===== config.mk =====
export PLATFORM = sky130hd
export DESIGN_NAME = isc_counters
export DESIGN_NICKNAME = d
export VERILOG_FILES = /design/src/logic/isc_counters.v
export VERILOG_INCLUDE_DIRS = /design/src /design/src/include
export SDC_FILE = /design/constraint.sdc
export NUM_CORES = 2
export LEC_CHECK = 0
export BUFFER_PORTS_ARGS = -buffer_cell sky130_fd_sc_hd__buf_2
export CELL_PAD_IN_SITES_DETAIL_PLACEMENT = 0
export CELL_PAD_IN_SITES_GLOBAL_PLACEMENT = 1
export CORE_UTILIZATION = 40
export DETAILED_ROUTE_END_ITERATION = 16
export PLACE_DENSITY_LB_ADDON = 0.25
export SETUP_SLACK_MARGIN = 0.5
export SLEW_MARGIN = 10
export SYNTH_ARGS = -nofsm -noshare
export SYNTH_HDL_FRONTEND = slang
export SYNTH_SLANG_ARGS = --single-unit

===== constraint.sdc =====
create_clock -name clock_i -period 5.6 [get_ports clock_i]
set_input_delay 0.84 -clock clock_i [delete_from_list [all_inputs] [get_ports clock_i]]
set_output_delay 0.84 -clock clock_i [all_outputs]
set_load 0.02 [all_outputs]

===== src/include/isc_defines.vh =====
/*
 image signature counters: register offsets, bit positions, counter limits, clock rates
 and counts. included by the design file; no logic here.
*/
`ifndef ISC_DEFINES_VH
`define ISC_DEFINES_VH
`define ISC_ADDR_W 32
`define ISC_OFS_FRAME_CTRL 32'hf1000610
`define ISC_OFS_FRAME_VAL 32'hf1000614
`define ISC_OFS_TRIG_CTRL 32'hf1000620
`define ISC_OFS_TRIG_VAL 32'hf1000624
`define ISC_OFS_SIG_CTRL 32'hf1000630
`define ISC_OFS_USER_WORD 32'hf1000634
`define ISC_OFS_FEATURE_CTRL 32'hf1000640
`define ISC_OFS_SEQ_SEL 32'hf1000650
`define ISC_OFS_LED_NV 32'hf1000654
`define ISC_BIT_PRESENT 31
`define ISC_BIT_RESET 30
`define ISC_BIT_SIG_ON 25
`define ISC_BIT_LED_INQ 30
`define ISC_BIT_LED_BLANK 14
`define ISC_SIG_BYTES 48
`define ISC_SEQ_DEPTH 32
`define ISC_OFFSET_MAX 12'd3071
`define ISC_CYCLES_MAX 13'd7999
`define ISC_OFFSET_HZ 24576000
`define ISC_CLK_HZ 125000000
`endif


===== src/logic/isc_counters.v =====
/*
 image signature counters: frame and trigger tallies, 48-byte signature
 generator on the pixel byte stream, led blanking control.
 assumes strobe and trigger pins are asynchronous, register port and pixel
 path are on clock_i, and nv storage sits outside behind led_nv ports.
*/
// Strobed register access is this design's own decision.
// Behaviour
// - frame tally counts each sensor frame
// - frame reset bit clears tally, self-clears
// - frame tally in signature bytes 5-8
// - host reads both tallies directly
// - trigger tally counts external triggers
// - trigger reset bit clears tally, self-clears
// - trigger tally in signature bytes 9-12
// - trigger view mirrors shared signature settings
// - four output states in bytes 29-32
// - two input states in 33-34, reserved after
// - sequence index byte 37, 38-40 zero
// - serial number in bytes 41-44
// - user word in bytes 45-48
// - signature is 48 bytes, ascending order
// - led blank suppresses status, not errors
// - led blank kept in nonvolatile storage
// - startup and errors override led blanking
// - cycle time nested offset/cycles/seconds counter
// - signature inserted while enabled
// - line select: top, bottom negative, padding
// - per sequence entry user word
`timescale 1ns/100ps
`include "isc_defines.vh"
module isc_counters (
  input wire clock_i,
  input wire resetn_i,
  input wire enable_i,
  input wire [31:0] addr_i,
  input wire [31:0] wdata_i,
  input wire write_i,
  input wire read_i,
  output reg [31:0] rdata_o,
  input wire sensor_frame_strobe_i,
  input wire ext_trigger_i,
  input wire integration_start_i,
  input wire line_start_i,
  input wire pixel_valid_i,
  input wire [7:0] pixel_i,
  input wire [15:0] image_height_i,
  input wire [15:0] aoi_left_i,
  input wire [15:0] aoi_top_i,
  input wire [15:0] aoi_width_i,
  input wire [15:0] aoi_height_i,
  input wire [31:0] shutter_i,
  input wire [15:0] gain_i,
  input wire [31:0] output_states_i,
  input wire [15:0] input_states_i,
  input wire [4:0] sequence_entry_index_i,
  input wire sequence_mode_i,
  input wire [31:0] serial_number_i,
  input wire startup_i,
  input wire error_i,
  input wire [2:0] status_led_i,
  input wire led_nv_load_i,
  input wire led_nv_value_i,
  output reg led_nv_write_o,
  output reg led_nv_value_o,
  output reg [2:0] led_o,
  output reg pixel_valid_o,
  output reg [7:0] pixel_o
);
  // synchronisers: first stage read only by second stage
  reg [1:0] fs_sync_q;
  reg [1:0] tr_sync_q;
  reg fs_last_q;
  reg tr_last_q;
  reg [31:0] frame_tally_q;
  reg [31:0] trig_tally_q;
  reg sig_on_q;
  reg [15:0] signature_line_q;
  reg led_blank_q;
  reg [31:0] user_word_q [0:`ISC_SEQ_DEPTH-1];
  reg [4:0] user_sel_q;
  reg [11:0] cyc_offset_q;
  reg [12:0] cyc_cycles_q;
  reg [6:0] cyc_seconds_q;
  reg [27:0] frac_q;
  reg [31:0] cycle_snap_q;
  reg [15:0] line_cnt_q;
  reg [5:0] byte_idx_q;
  reg in_sig_q;
  reg [7:0] sig_byte;
  wire fs_rise;
  wire tr_rise;
  wire [31:0] cycle_time;
  wire [15:0] target_line;
  wire [4:0] user_idx;
  wire frame_reset;
  wire trig_reset;
  wire [28:0] frac_sum;
  wire offset_tick;
  integer i;

  // sets word bit 31, which is the msb of the 32-bit word
  function [31:0] isc_hi_bit;
    input b;
    begin
      isc_hi_bit = {b, 31'h0};
    end
  endfunction

  function [7:0] isc_pick;
    input [31:0] w;
    input [1:0] k;
    begin
      isc_pick = w[k*8 +: 8];
    end
  endfunction

  assign fs_rise = fs_sync_q[1] & ~fs_last_q;
  assign tr_rise = tr_sync_q[1] & ~tr_last_q;
  assign frame_reset = write_i && addr_i == `ISC_OFS_FRAME_CTRL &&
    wdata_i[`ISC_BIT_RESET];
  assign trig_reset = write_i && addr_i == `ISC_OFS_TRIG_CTRL &&
    wdata_i[`ISC_BIT_RESET];
  assign cycle_time = {cyc_seconds_q, cyc_cycles_q, cyc_offset_q};
  // negative line counts from the bottom; height itself is padding
  assign target_line = signature_line_q[15] ?
    image_height_i + signature_line_q : signature_line_q;
  assign user_idx = sequence_mode_i ? sequence_entry_index_i : 5'h0;
  // fractional accumulator turns 125 mhz into the 24.576 mhz offset tick
  assign frac_sum = {1'b0, frac_q} + 29'd24576000;
  assign offset_tick = frac_sum >= 29'd125000000;

  // edge memory resets low like the idle pins, so reset shows no edge
  always @(posedge clock_i) begin
    if (!resetn_i) begin
      fs_sync_q <= 2'h0;
      tr_sync_q <= 2'h0;
      fs_last_q <= 1'b0;
      tr_last_q <= 1'b0;
    end else if (enable_i) begin
      fs_sync_q <= {fs_sync_q[0], sensor_frame_strobe_i};
      tr_sync_q <= {tr_sync_q[0], ext_trigger_i};
      fs_last_q <= fs_sync_q[1];
      tr_last_q <= tr_sync_q[1];
    end
  end

  // tallies; reset write wins over a same-cycle count
  always @(posedge clock_i) begin
    if (!resetn_i) begin
      frame_tally_q <= 32'h0;
      trig_tally_q <= 32'h0;
    end else if (enable_i) begin
      if (frame_reset)
        frame_tally_q <= 32'h0;
      else if (fs_rise)
        frame_tally_q <= frame_tally_q + 32'h1;
      if (trig_reset)
        trig_tally_q <= 32'h0;
      else if (tr_rise)
        trig_tally_q <= trig_tally_q + 32'h1;
    end
  end

  // cycle time nested counter
  always @(posedge clock_i) begin
    if (!resetn_i) begin
      frac_q <= 28'h0;
      cyc_offset_q <= 12'h0;
      cyc_cycles_q <= 13'h0;
      cyc_seconds_q <= 7'h0;
      cycle_snap_q <= 32'h0;
    end else if (enable_i) begin
      // the remainder carries over, so the mean tick rate stays exact
      frac_q <= offset_tick ? frac_sum[27:0] - 28'd125000000 :
        frac_sum[27:0];
      if (offset_tick) begin
        if (cyc_offset_q == `ISC_OFFSET_MAX) begin
          cyc_offset_q <= 12'h0;
          if (cyc_cycles_q == `ISC_CYCLES_MAX) begin
            cyc_cycles_q <= 13'h0;
            cyc_seconds_q <= cyc_seconds_q + 7'h1;
          end else begin
            cyc_cycles_q <= cyc_cycles_q + 13'h1;
          end
        end else begin
          cyc_offset_q <= cyc_offset_q + 12'h1;
        end
      end
      if (integration_start_i)
        cycle_snap_q <= cycle_time;
    end
  end

  // register writes; the reset bits are never stored, so they self-clear
  always @(posedge clock_i) begin
    if (!resetn_i) begin
      sig_on_q <= 1'b0;
      signature_line_q <= 16'h0;
      user_sel_q <= 5'h0;
      led_blank_q <= 1'b0;
      led_nv_write_o <= 1'b0;
      led_nv_value_o <= 1'b0;
      for (i = 0; i < `ISC_SEQ_DEPTH; i = i + 1)
        user_word_q[i] <= 32'h0;
    end else if (enable_i) begin
      led_nv_write_o <= 1'b0;
      // a host write in the same cycle comes later, so it wins over a load
      if (led_nv_load_i)
        led_blank_q <= led_nv_value_i;
      if (write_i) begin
        case (addr_i)
          // the trigger control view mirrors the shared fields
          `ISC_OFS_SIG_CTRL, `ISC_OFS_TRIG_CTRL: begin
            sig_on_q <= wdata_i[`ISC_BIT_SIG_ON];
            signature_line_q <= wdata_i[15:0];
          end
          `ISC_OFS_USER_WORD:
            user_word_q[user_sel_q] <= wdata_i;
          `ISC_OFS_SEQ_SEL:
            user_sel_q <= wdata_i[4:0];
          `ISC_OFS_FEATURE_CTRL: begin
            led_blank_q <= wdata_i[`ISC_BIT_LED_BLANK];
            led_nv_write_o <= 1'b1;
            led_nv_value_o <= wdata_i[`ISC_BIT_LED_BLANK];
          end
          default: ;
        endcase
      end
    end
  end

  // read port; frame control reads only its presence bit
  always @(posedge clock_i) begin
    if (!resetn_i) begin
      rdata_o <= 32'h0;
    end else if (enable_i) begin
      rdata_o <= 32'h0;
      if (read_i) begin
        case (addr_i)
          `ISC_OFS_FRAME_CTRL:
            rdata_o <= isc_hi_bit(1'b1);
          `ISC_OFS_FRAME_VAL:
            rdata_o <= frame_tally_q;
          `ISC_OFS_TRIG_CTRL, `ISC_OFS_SIG_CTRL:
            rdata_o <= isc_hi_bit(1'b1) |
              ({31'h0, sig_on_q} << `ISC_BIT_SIG_ON) |
              {16'h0, signature_line_q};
          `ISC_OFS_TRIG_VAL:
            rdata_o <= trig_tally_q;
          `ISC_OFS_USER_WORD:
            rdata_o <= user_word_q[user_sel_q];
          `ISC_OFS_SEQ_SEL:
            rdata_o <= {27'h0, user_sel_q};
          `ISC_OFS_FEATURE_CTRL:
            rdata_o <= isc_hi_bit(1'b1) |
              ({31'h0, 1'b1} << `ISC_BIT_LED_INQ) |
              ({31'h0, led_blank_q} << `ISC_BIT_LED_BLANK);
          default:
            rdata_o <= 32'h0;
        endcase
      end
    end
  end

  // signature byte table, ascending byte order
  always @* begin
    case (byte_idx_q)
      6'd0, 6'd1, 6'd2, 6'd3:
        sig_byte = isc_pick(cycle_snap_q, byte_idx_q[1:0]);
      6'd4, 6'd5, 6'd6, 6'd7:
        sig_byte = isc_pick(frame_tally_q, byte_idx_q[1:0]);
      6'd8, 6'd9, 6'd10, 6'd11:
        sig_byte = isc_pick(trig_tally_q, byte_idx_q[1:0]);
      6'd12, 6'd13, 6'd14, 6'd15:
        sig_byte = isc_pick({aoi_top_i, aoi_left_i},
          byte_idx_q[1:0]);
      6'd16, 6'd17, 6'd18, 6'd19:
        sig_byte = isc_pick({aoi_height_i, aoi_width_i},
          byte_idx_q[1:0]);
      6'd20, 6'd21, 6'd22, 6'd23:
        sig_byte = isc_pick(shutter_i, byte_idx_q[1:0]);
      6'd24, 6'd25, 6'd26, 6'd27:
        sig_byte = isc_pick({16'h0, gain_i}, byte_idx_q[1:0]);
      6'd28, 6'd29, 6'd30, 6'd31:
        sig_byte = isc_pick(output_states_i, byte_idx_q[1:0]);
      6'd32, 6'd33, 6'd34, 6'd35:
        sig_byte = isc_pick({16'h0, input_states_i},
          byte_idx_q[1:0]);
      6'd36, 6'd37, 6'd38, 6'd39:
        sig_byte = isc_pick({27'h0, sequence_entry_index_i},
          byte_idx_q[1:0]);
      6'd40, 6'd41, 6'd42, 6'd43:
        sig_byte = isc_pick(serial_number_i, byte_idx_q[1:0]);
      6'd44, 6'd45, 6'd46, 6'd47:
        sig_byte = isc_pick(user_word_q[user_idx], byte_idx_q[1:0]);
      default:
        sig_byte = 8'h0;
    endcase
  end

  // pixel path: one stage of latency, signature replaces leading bytes
  always @(posedge clock_i) begin
    if (!resetn_i) begin
      line_cnt_q <= 16'h0;
      byte_idx_q <= 6'h0;
      in_sig_q <= 1'b0;
      pixel_valid_o <= 1'b0;
      pixel_o <= 8'h0;
    end else if (enable_i) begin
      pixel_valid_o <= pixel_valid_i;
      pixel_o <= pixel_i;
      if (fs_rise)
        line_cnt_q <= 16'h0;
      // a line shorter than the signature is cut; the next line start ends it
      if (line_start_i) begin
        byte_idx_q <= 6'h0;
        // padding line is only hit if the stream carries it
        in_sig_q <= sig_on_q && line_cnt_q == target_line;
        line_cnt_q <= line_cnt_q + 16'h1;
      end else if (pixel_valid_i && in_sig_q) begin
        pixel_o <= sig_byte;
        if (byte_idx_q == `ISC_SIG_BYTES - 1)
          in_sig_q <= 1'b0;
        byte_idx_q <= byte_idx_q + 6'h1;
      end
    end
  end

  // led: blanking hides status, never startup or error indication
  always @(posedge clock_i) begin
    if (!resetn_i)
      led_o <= 3'h0;
    else if (enable_i)
      led_o <= (led_blank_q && !startup_i && !error_i) ?
        3'h0 : status_led_i;
  end
endmodule


Word-level counts from Yosys, hierarchy flattened --
Memories as Yosys holds them, arrays and structs flattened. A register that Yosys moved wholly into a read port is not among the register bits. Cells that the tools add are included. W data, S select, Z words.
Storage, ports and cells: word-level logic and storage cells 191, register bits after elaboration 254, bits in writable memories 1024, bits of input ports 303, output and inout bits 46, memories kept 1
Memory list:
- user_word_q | depth 32, width 32, rd ports 2, clocked after memory_dff 1, write ports 32, RTL line isc_counters.v:80 | reg [31:0] user_word_q [0:`ISC_SEQ_DEPTH-1];
Operators by class: reductions and logical operators 42, multiplexer cells 38, bitwise logic cells 5, eq/ne operators 58, shifts and indexed selects 12, magnitude comparators 1, add/sub/neg operators 10
Operators with widths (count):
- $shiftx A32 B6 Y8 | 12
- $eq A32 B32 Y1 const B | 8
- $pmux W32 S7 | 1
- $mux W32 | 6
- $eq A6 B5 Y1 const B | 16
- $eq A6 B6 Y1 const B | 16
- $pmux W8 S12 | 1
- $add A32 B1 Y32 const B | 2
- $eq A6 B4 Y1 const B | 8
- $mux W16 | 3
- $reduce_or A4 Y1 | 12
- $or A32 B16 Y32 | 1
- $reduce_or A32 Y1 | 1
- $add A28 B25 Y29 const B | 1
- $ge A29 B27 Y1 const B | 1
- $mux W28 | 1
- $sub A28 B27 Y28 const B | 1
- $eq A6 B3 Y1 const B | 4
- $mux W5 | 4
- $add A16 B1 Y16 const B | 1
- $add A16 B16 Y16 | 1
- $eq A16 B16 Y1 | 1
- $mux W8 | 2
- $mux W1 | 15
- other kinds (22) | 47

Depth between registers and ports, before layout --
depth after elaboration 8, mapped depth 14, mapped depth without buffers 11

Least setup slack after synthesis --
OpenSTA, ideal clock, no wires.
kind input to register, from input port addr_i[18], to memory user_word_q[12][0] (enable), path buffers 3, slack 0.226 ns, required time 5.134 ns, cell stages on the path 10, setup time 0.466 ns, arrival 4.909 ns, path through nor4b_1 > nand4_1 > nor2_1 > and4_1 > buf_2 > nand2_1 > or4_1 > clkbuf_1 > buf_2 > o21ai_0
RTL lines:
- start, declared | RTL line isc_counters.v:36 | input wire [31:0] addr_i,
- end, declared | RTL line isc_counters.v:80

Worst setup path after layout --
from register byte_idx_q[0], to register pixel_o[4]
On the way: longest elaborated chain between the ends 5, elaborated cells between the ends (all ways) 75, those cells by class eq/ne (47); shift (12); mux (3); reduce/logical (13)
RTL lines:
- start, declared | RTL line isc_counters.v:88 | reg [5:0] byte_idx_q;
- start signal, assigned | RTL line isc_counters.v:325 | byte_idx_q <= byte_idx_q + 6'h1;
- parallel branches: the longest is 2 deep, another holds $shiftx A32 B6 Y8
- $pmux W8 S12 * | RTL line isc_counters.v:268 | case (byte_idx_q)
- $mux W8 * | RTL line isc_counters.v:321 | end else if (pixel_valid_i && in_sig_q) begin
- $mux W8 * | RTL line isc_counters.v:316 | if (line_start_i) begin
- end signal, assigned | RTL line isc_counters.v:312 | pixel_o <= pixel_i;
- end signal, assigned | RTL line isc_counters.v:322 | pixel_o <= sig_byte;
- end, declared | RTL line isc_counters.v:68 | output reg [7:0] pixel_o
Every way passes the cells marked *. A chain may end at the register's enable or synchronous reset.

==> results.json <==
{
  "tightest_slew_ns": 1.314,
  "post_cts_resize_count": 0,
  "tritoncts": "done",
  "gpl.final_weighted_congestion": 1.053,
  "fin_ws_ns": 1.152,
  "final.min_clock_period_ns": 4.448,
  "synth_area_leaders": "sky130_fd_sc_hd__edfxtp_1 (44%), sky130_fd_sc_hd__mux4_2 (10%), sky130_fd_sc_hd__and2_1 (9.3%), sky130_fd_sc_hd__dfxtp_1 (7.2%), sky130_fd_sc_hd__mux2i_1 (5.9%)",
  "wp_data_required_ns": 6.27,
  "worst-endpoint-arrival_ns": 5.12,
  "clock-root-buffer": "sky130_fd_sc_hd__clkbuf_16",
  "grt_overflow": 0,
  "y_dimension_of_the_die_um": 421.2,
  "grt_use_total_pct": 33.08,
  "first_pass_iters": 7,
  "synth_sequential_area_ratio_pct": 50.96,
  "stdcell_count": 8524,
  "drt-wirelength-per-cell_um": 35.23,
  "insertion_delay_ns": 0.84,
  "power_report.internal_total_mw": 16.79,
  "grt_antenna_before_repair": 37,
  "power.clock.fraction_pct": 42.9,
  "cts_sinks": 1277,
  "fp.dieW_um": 421.2,
  "crit_path_category": "reg2reg",
  "wl_um": 300300,
  "ys_warn_count": 0,
  "synthArstFlopShare_pct": 0,
  "drive_above_1_share_pct": 21.39,
  "synth_area_per_cell_sq_um": 11.96,
  "yosys.area.top_type": "sky130_fd_sc_hd__edfxtp_1",
  "dp.final_hpwl_um": 202900,
  "drv.max_cap_violation_count": 0,
  "initial_core_util_pct": 40.35,
  "combinationalPowerShare_pct": 9.3,
  "cts-htree-levels": 4,
  "floorplan.rows": 153,
  "mostFrequentLayoutCell": "sky130_fd_sc_hd__and2_1",
  "power_density_nw_per_um2": 280.9,
  "fp.dieArea_sq_um": 177400,
  "avgViaCountPerCell": 6.393,
  "worst-path-max-fanout": 27,
  "layout-area-overhead-vs-synth_pct": 14.83,
  "clk_pin_slew_worst_paths_ns": 0.06,
  "leakage_nw": 28.68,
  "grt_pass1_wl_um": 416000,
  "post-synth-top-area-fraction_pct": 43.75,
  "worst_slew_margin_rel_pct": 11.83,
  "result_of_the_run": "complete, no violations",
  "design.core.area_sq_um": 174200,
  "power.switching_mw": 5.882,
  "placedCellCount": 8235,
  "cts_hold_repair.buffers": 0,
  "synthesis.nets": 6210,
  "clock.fmax_mhz": 224.8,
  "layout.cell_area.non_filler_sq_um": 80710,
  "setup_viol": 0,
  "synth_top_flop_cell": "sky130_fd_sc_hd__edfxtp_1",
  "cts_inserted_buffers": 148,
  "numPortBuffers": 348,
  "netlist_area_sq_um": 70290,
  "most-common-layout-cells": "sky130_fd_sc_hd__and2_1 (1041), sky130_fd_sc_hd__edfxtp_1 (1024), sky130_fd_sc_hd__mux2i_1 (417), sky130_fd_sc_hd__buf_2 (345), sky130_fd_sc_hd__mux4_2 (324)",
  "synth_edf_count": 1024,
  "dp_worst_setup_slack_ns": 0.8176,
  "final_total_negative_setup_slack_ns": 0,
  "route.detailed.drc": 0,
  "reg2reg_slack_ns": 1.15,
  "critPathLaunchType": "flip-flop",
  "final_slew_viol_count": 0,
  "postRouteAntennaNets": 0,
  "skew_ns": 0.05063,
  "sequentialPowerShare_pct": 47.7,
  "post-cts-setup-buffer-count": 0,
  "yosysUniqueCellTypes": 96,
  "iter_0_drt_violations": 7242,
  "hold_path.class": "in2reg",
  "vdd_drop_max_mv": 0.3203,
  "grt_start_max_net_pins": 80,
  "crit_end_category": "flip-flop",
  "clock_path_buffers": 3,
  "finalCritPeriodShare_pct": 79.43,
  "setup_repair_after_global_routing_missed_its_margin": "false",
  "dpl-instance-area_sq_um": 75890,
  "layout.nets": 6393,
  "route.vias.total": 54490,
  "i_o_pin_count": 349,
  "fillerInstances": 15760,
  "netlist_instances": 5877,
  "postSynthRegisterBits": 1277,
  "hold_violations": 0,
  "number_of_global_route_vias_before_repair": 52930,
  "switching_fraction_of_total_power_pct": 25.95
}
## power by group through the flow
stage	Combinational, mW	Clock, mW	Sequential [mW]
floorplan	1.10	0	10.9
global placement	2.06	0	11.0
detailed placement	2.06	0	11.0
CTS	2.07	9.80	10.8
global route	2.18	10.1	10.8
finish	2.12	9.74	10.8
## registers in the layout (all words and copies together), names as in the netlist, 16 cells and up, named ones only
name              count
user_word_q        1024
cycle_snap_q         32
frame_tally_q        32
rdata_o              32
trig_tally_q         32
frac_q               22
line_cnt_q           16
signature_line_q     16
## synthesized netlist by cell type (9+ instances only)
cell type	n
sky130_fd_sc_hd__clkbuf_1	426
sky130_fd_sc_hd__a311oi_1	33
sky130_fd_sc_hd__o211ai_1	15
sky130_fd_sc_hd__o21ai_0	158
sky130_fd_sc_hd__nor2_1	277
sky130_fd_sc_hd__a221oi_1	107
sky130_fd_sc_hd__nand3_1	98
sky130_fd_sc_hd__nand2_1	260
sky130_fd_sc_hd__nand3b_1	12
sky130_fd_sc_hd__a21oi_1	288
sky130_fd_sc_hd__nor4_1	16
sky130_fd_sc_hd__a22oi_1	52
sky130_fd_sc_hd__ha_1	29
sky130_fd_sc_hd__mux2i_1	417
sky130_fd_sc_hd__buf_1	44
sky130_fd_sc_hd__nor3_1	86
sky130_fd_sc_hd__buf_2	87
sky130_fd_sc_hd__and3_1	28
sky130_fd_sc_hd__buf_4	12
sky130_fd_sc_hd__a222oi_1	51
sky130_fd_sc_hd__mux4_2	324
sky130_fd_sc_hd__a211oi_1	23
sky130_fd_sc_hd__xor2_1	74
sky130_fd_sc_hd__and2_1	1042
sky130_fd_sc_hd__a31oi_1	24
sky130_fd_sc_hd__o22ai_1	55
sky130_fd_sc_hd__dfxtp_1	253
sky130_fd_sc_hd__o31ai_1	9
sky130_fd_sc_hd__o221ai_1	66
sky130_fd_sc_hd__mux2_2	46
sky130_fd_sc_hd__or3_1	35
sky130_fd_sc_hd__and4_1	12
sky130_fd_sc_hd__edfxtp_1	1024
sky130_fd_sc_hd__nand4_1	51
sky130_fd_sc_hd__o311ai_0	12
sky130_fd_sc_hd__nor4b_1	9
sky130_fd_sc_hd__a221o_1	59
sky130_fd_sc_hd__xnor2_1	62
sky130_fd_sc_hd__a32oi_1	10
sky130_fd_sc_hd__inv_1	31
sky130_fd_sc_hd__nor2b_1	15
sky130_fd_sc_hd__nand2b_1	17
## logic make-up after synthesis
family	Yosys count	synth area share, %
compound gates	1037	10.43
flops	1277	50.96
fa+ha+maj	30	0.5447
buf+inv	611	3.523
xor+xnor	136	1.695
mux	788	17.08
simple gates	1998	15.78
## area by class of cell
| cell class | instances | area (sq um) | share of cell area (%) |
|---|---|---|---|
| diodes | 18 | 45.04 | 0.05581 |
| clock buffers | 190 | 3948 | 4.891 |
| clock inverters | 81 | 820.8 | 1.017 |
| inverters | 34 | 132.6 | 0.1643 |
| multi-input cells | 3989 | 32700 | 40.52 |
| flip-flops and latches | 1277 | 35830 | 44.40 |
| well taps | 2325 | 2909 | 3.604 |
| repair buffers | 610 | 4319 | 5.351 |
## through the flow
stage          total power, mW  hold WS (ns)  util [%]
6_report                 22.67        0.2781     46.33
5_1_grt                  23.17        0.2669     46.31
4_1_cts                  22.67        0.2241     46.30
3_5_place_dp             13.07        0.4471     43.56
3_3_place_gp             13.04        0.4458     43.56
2_1_floorplan            12.03        0.4329         -
## worst paths after layout
| check | start | endpoint | depth (start not counted) |
|---|---|---|---|
| hold reg to reg | cycle_snap_q[11] | cycle_snap_q[11] | 2 |
| setup reg to reg | byte_idx_q[0] | pixel_o[4] | 14 |
| hold / removal | sensor_frame_strobe_i | fs_sync_q[0] | 3 |
| setup / recovery | byte_idx_q[0] | pixel_o[4] | 14 |
## worst max-delay path, cell delays in order (launching register included)
cell,delay (ns)
sky130_fd_sc_hd__dfxtp_1,0.31
sky130_fd_sc_hd__buf_4,0.22
sky130_fd_sc_hd__inv_1,0.18
sky130_fd_sc_hd__ha_1,0.26
sky130_fd_sc_hd__nor4_4,0.75
sky130_fd_sc_hd__nor3_2,0.10
sky130_fd_sc_hd__buf_4,0.28
sky130_fd_sc_hd__a222oi_1,0.49
sky130_fd_sc_hd__nand4b_1,0.48
sky130_fd_sc_hd__nor3_1,0.68
sky130_fd_sc_hd__nor4_1,0.13
sky130_fd_sc_hd__buf_4,0.16
sky130_fd_sc_hd__nor2_1,0.08
sky130_fd_sc_hd__buf_4,0.11
sky130_fd_sc_hd__o22ai_1,0.06
## metal layers
layer | GRT usage [%] | routed length (um) | up-vias
met5 | 0 | 84 | -
met1 | 41.58 | 114000 | 27690
met2 | 52.06 | 137100 | 3307
li1 | - | - | 22710
met3 | 8.099 | 29740 | 773
met4 | 18.79 | 19300 | 14
Power figures use the tool's default switching activity.
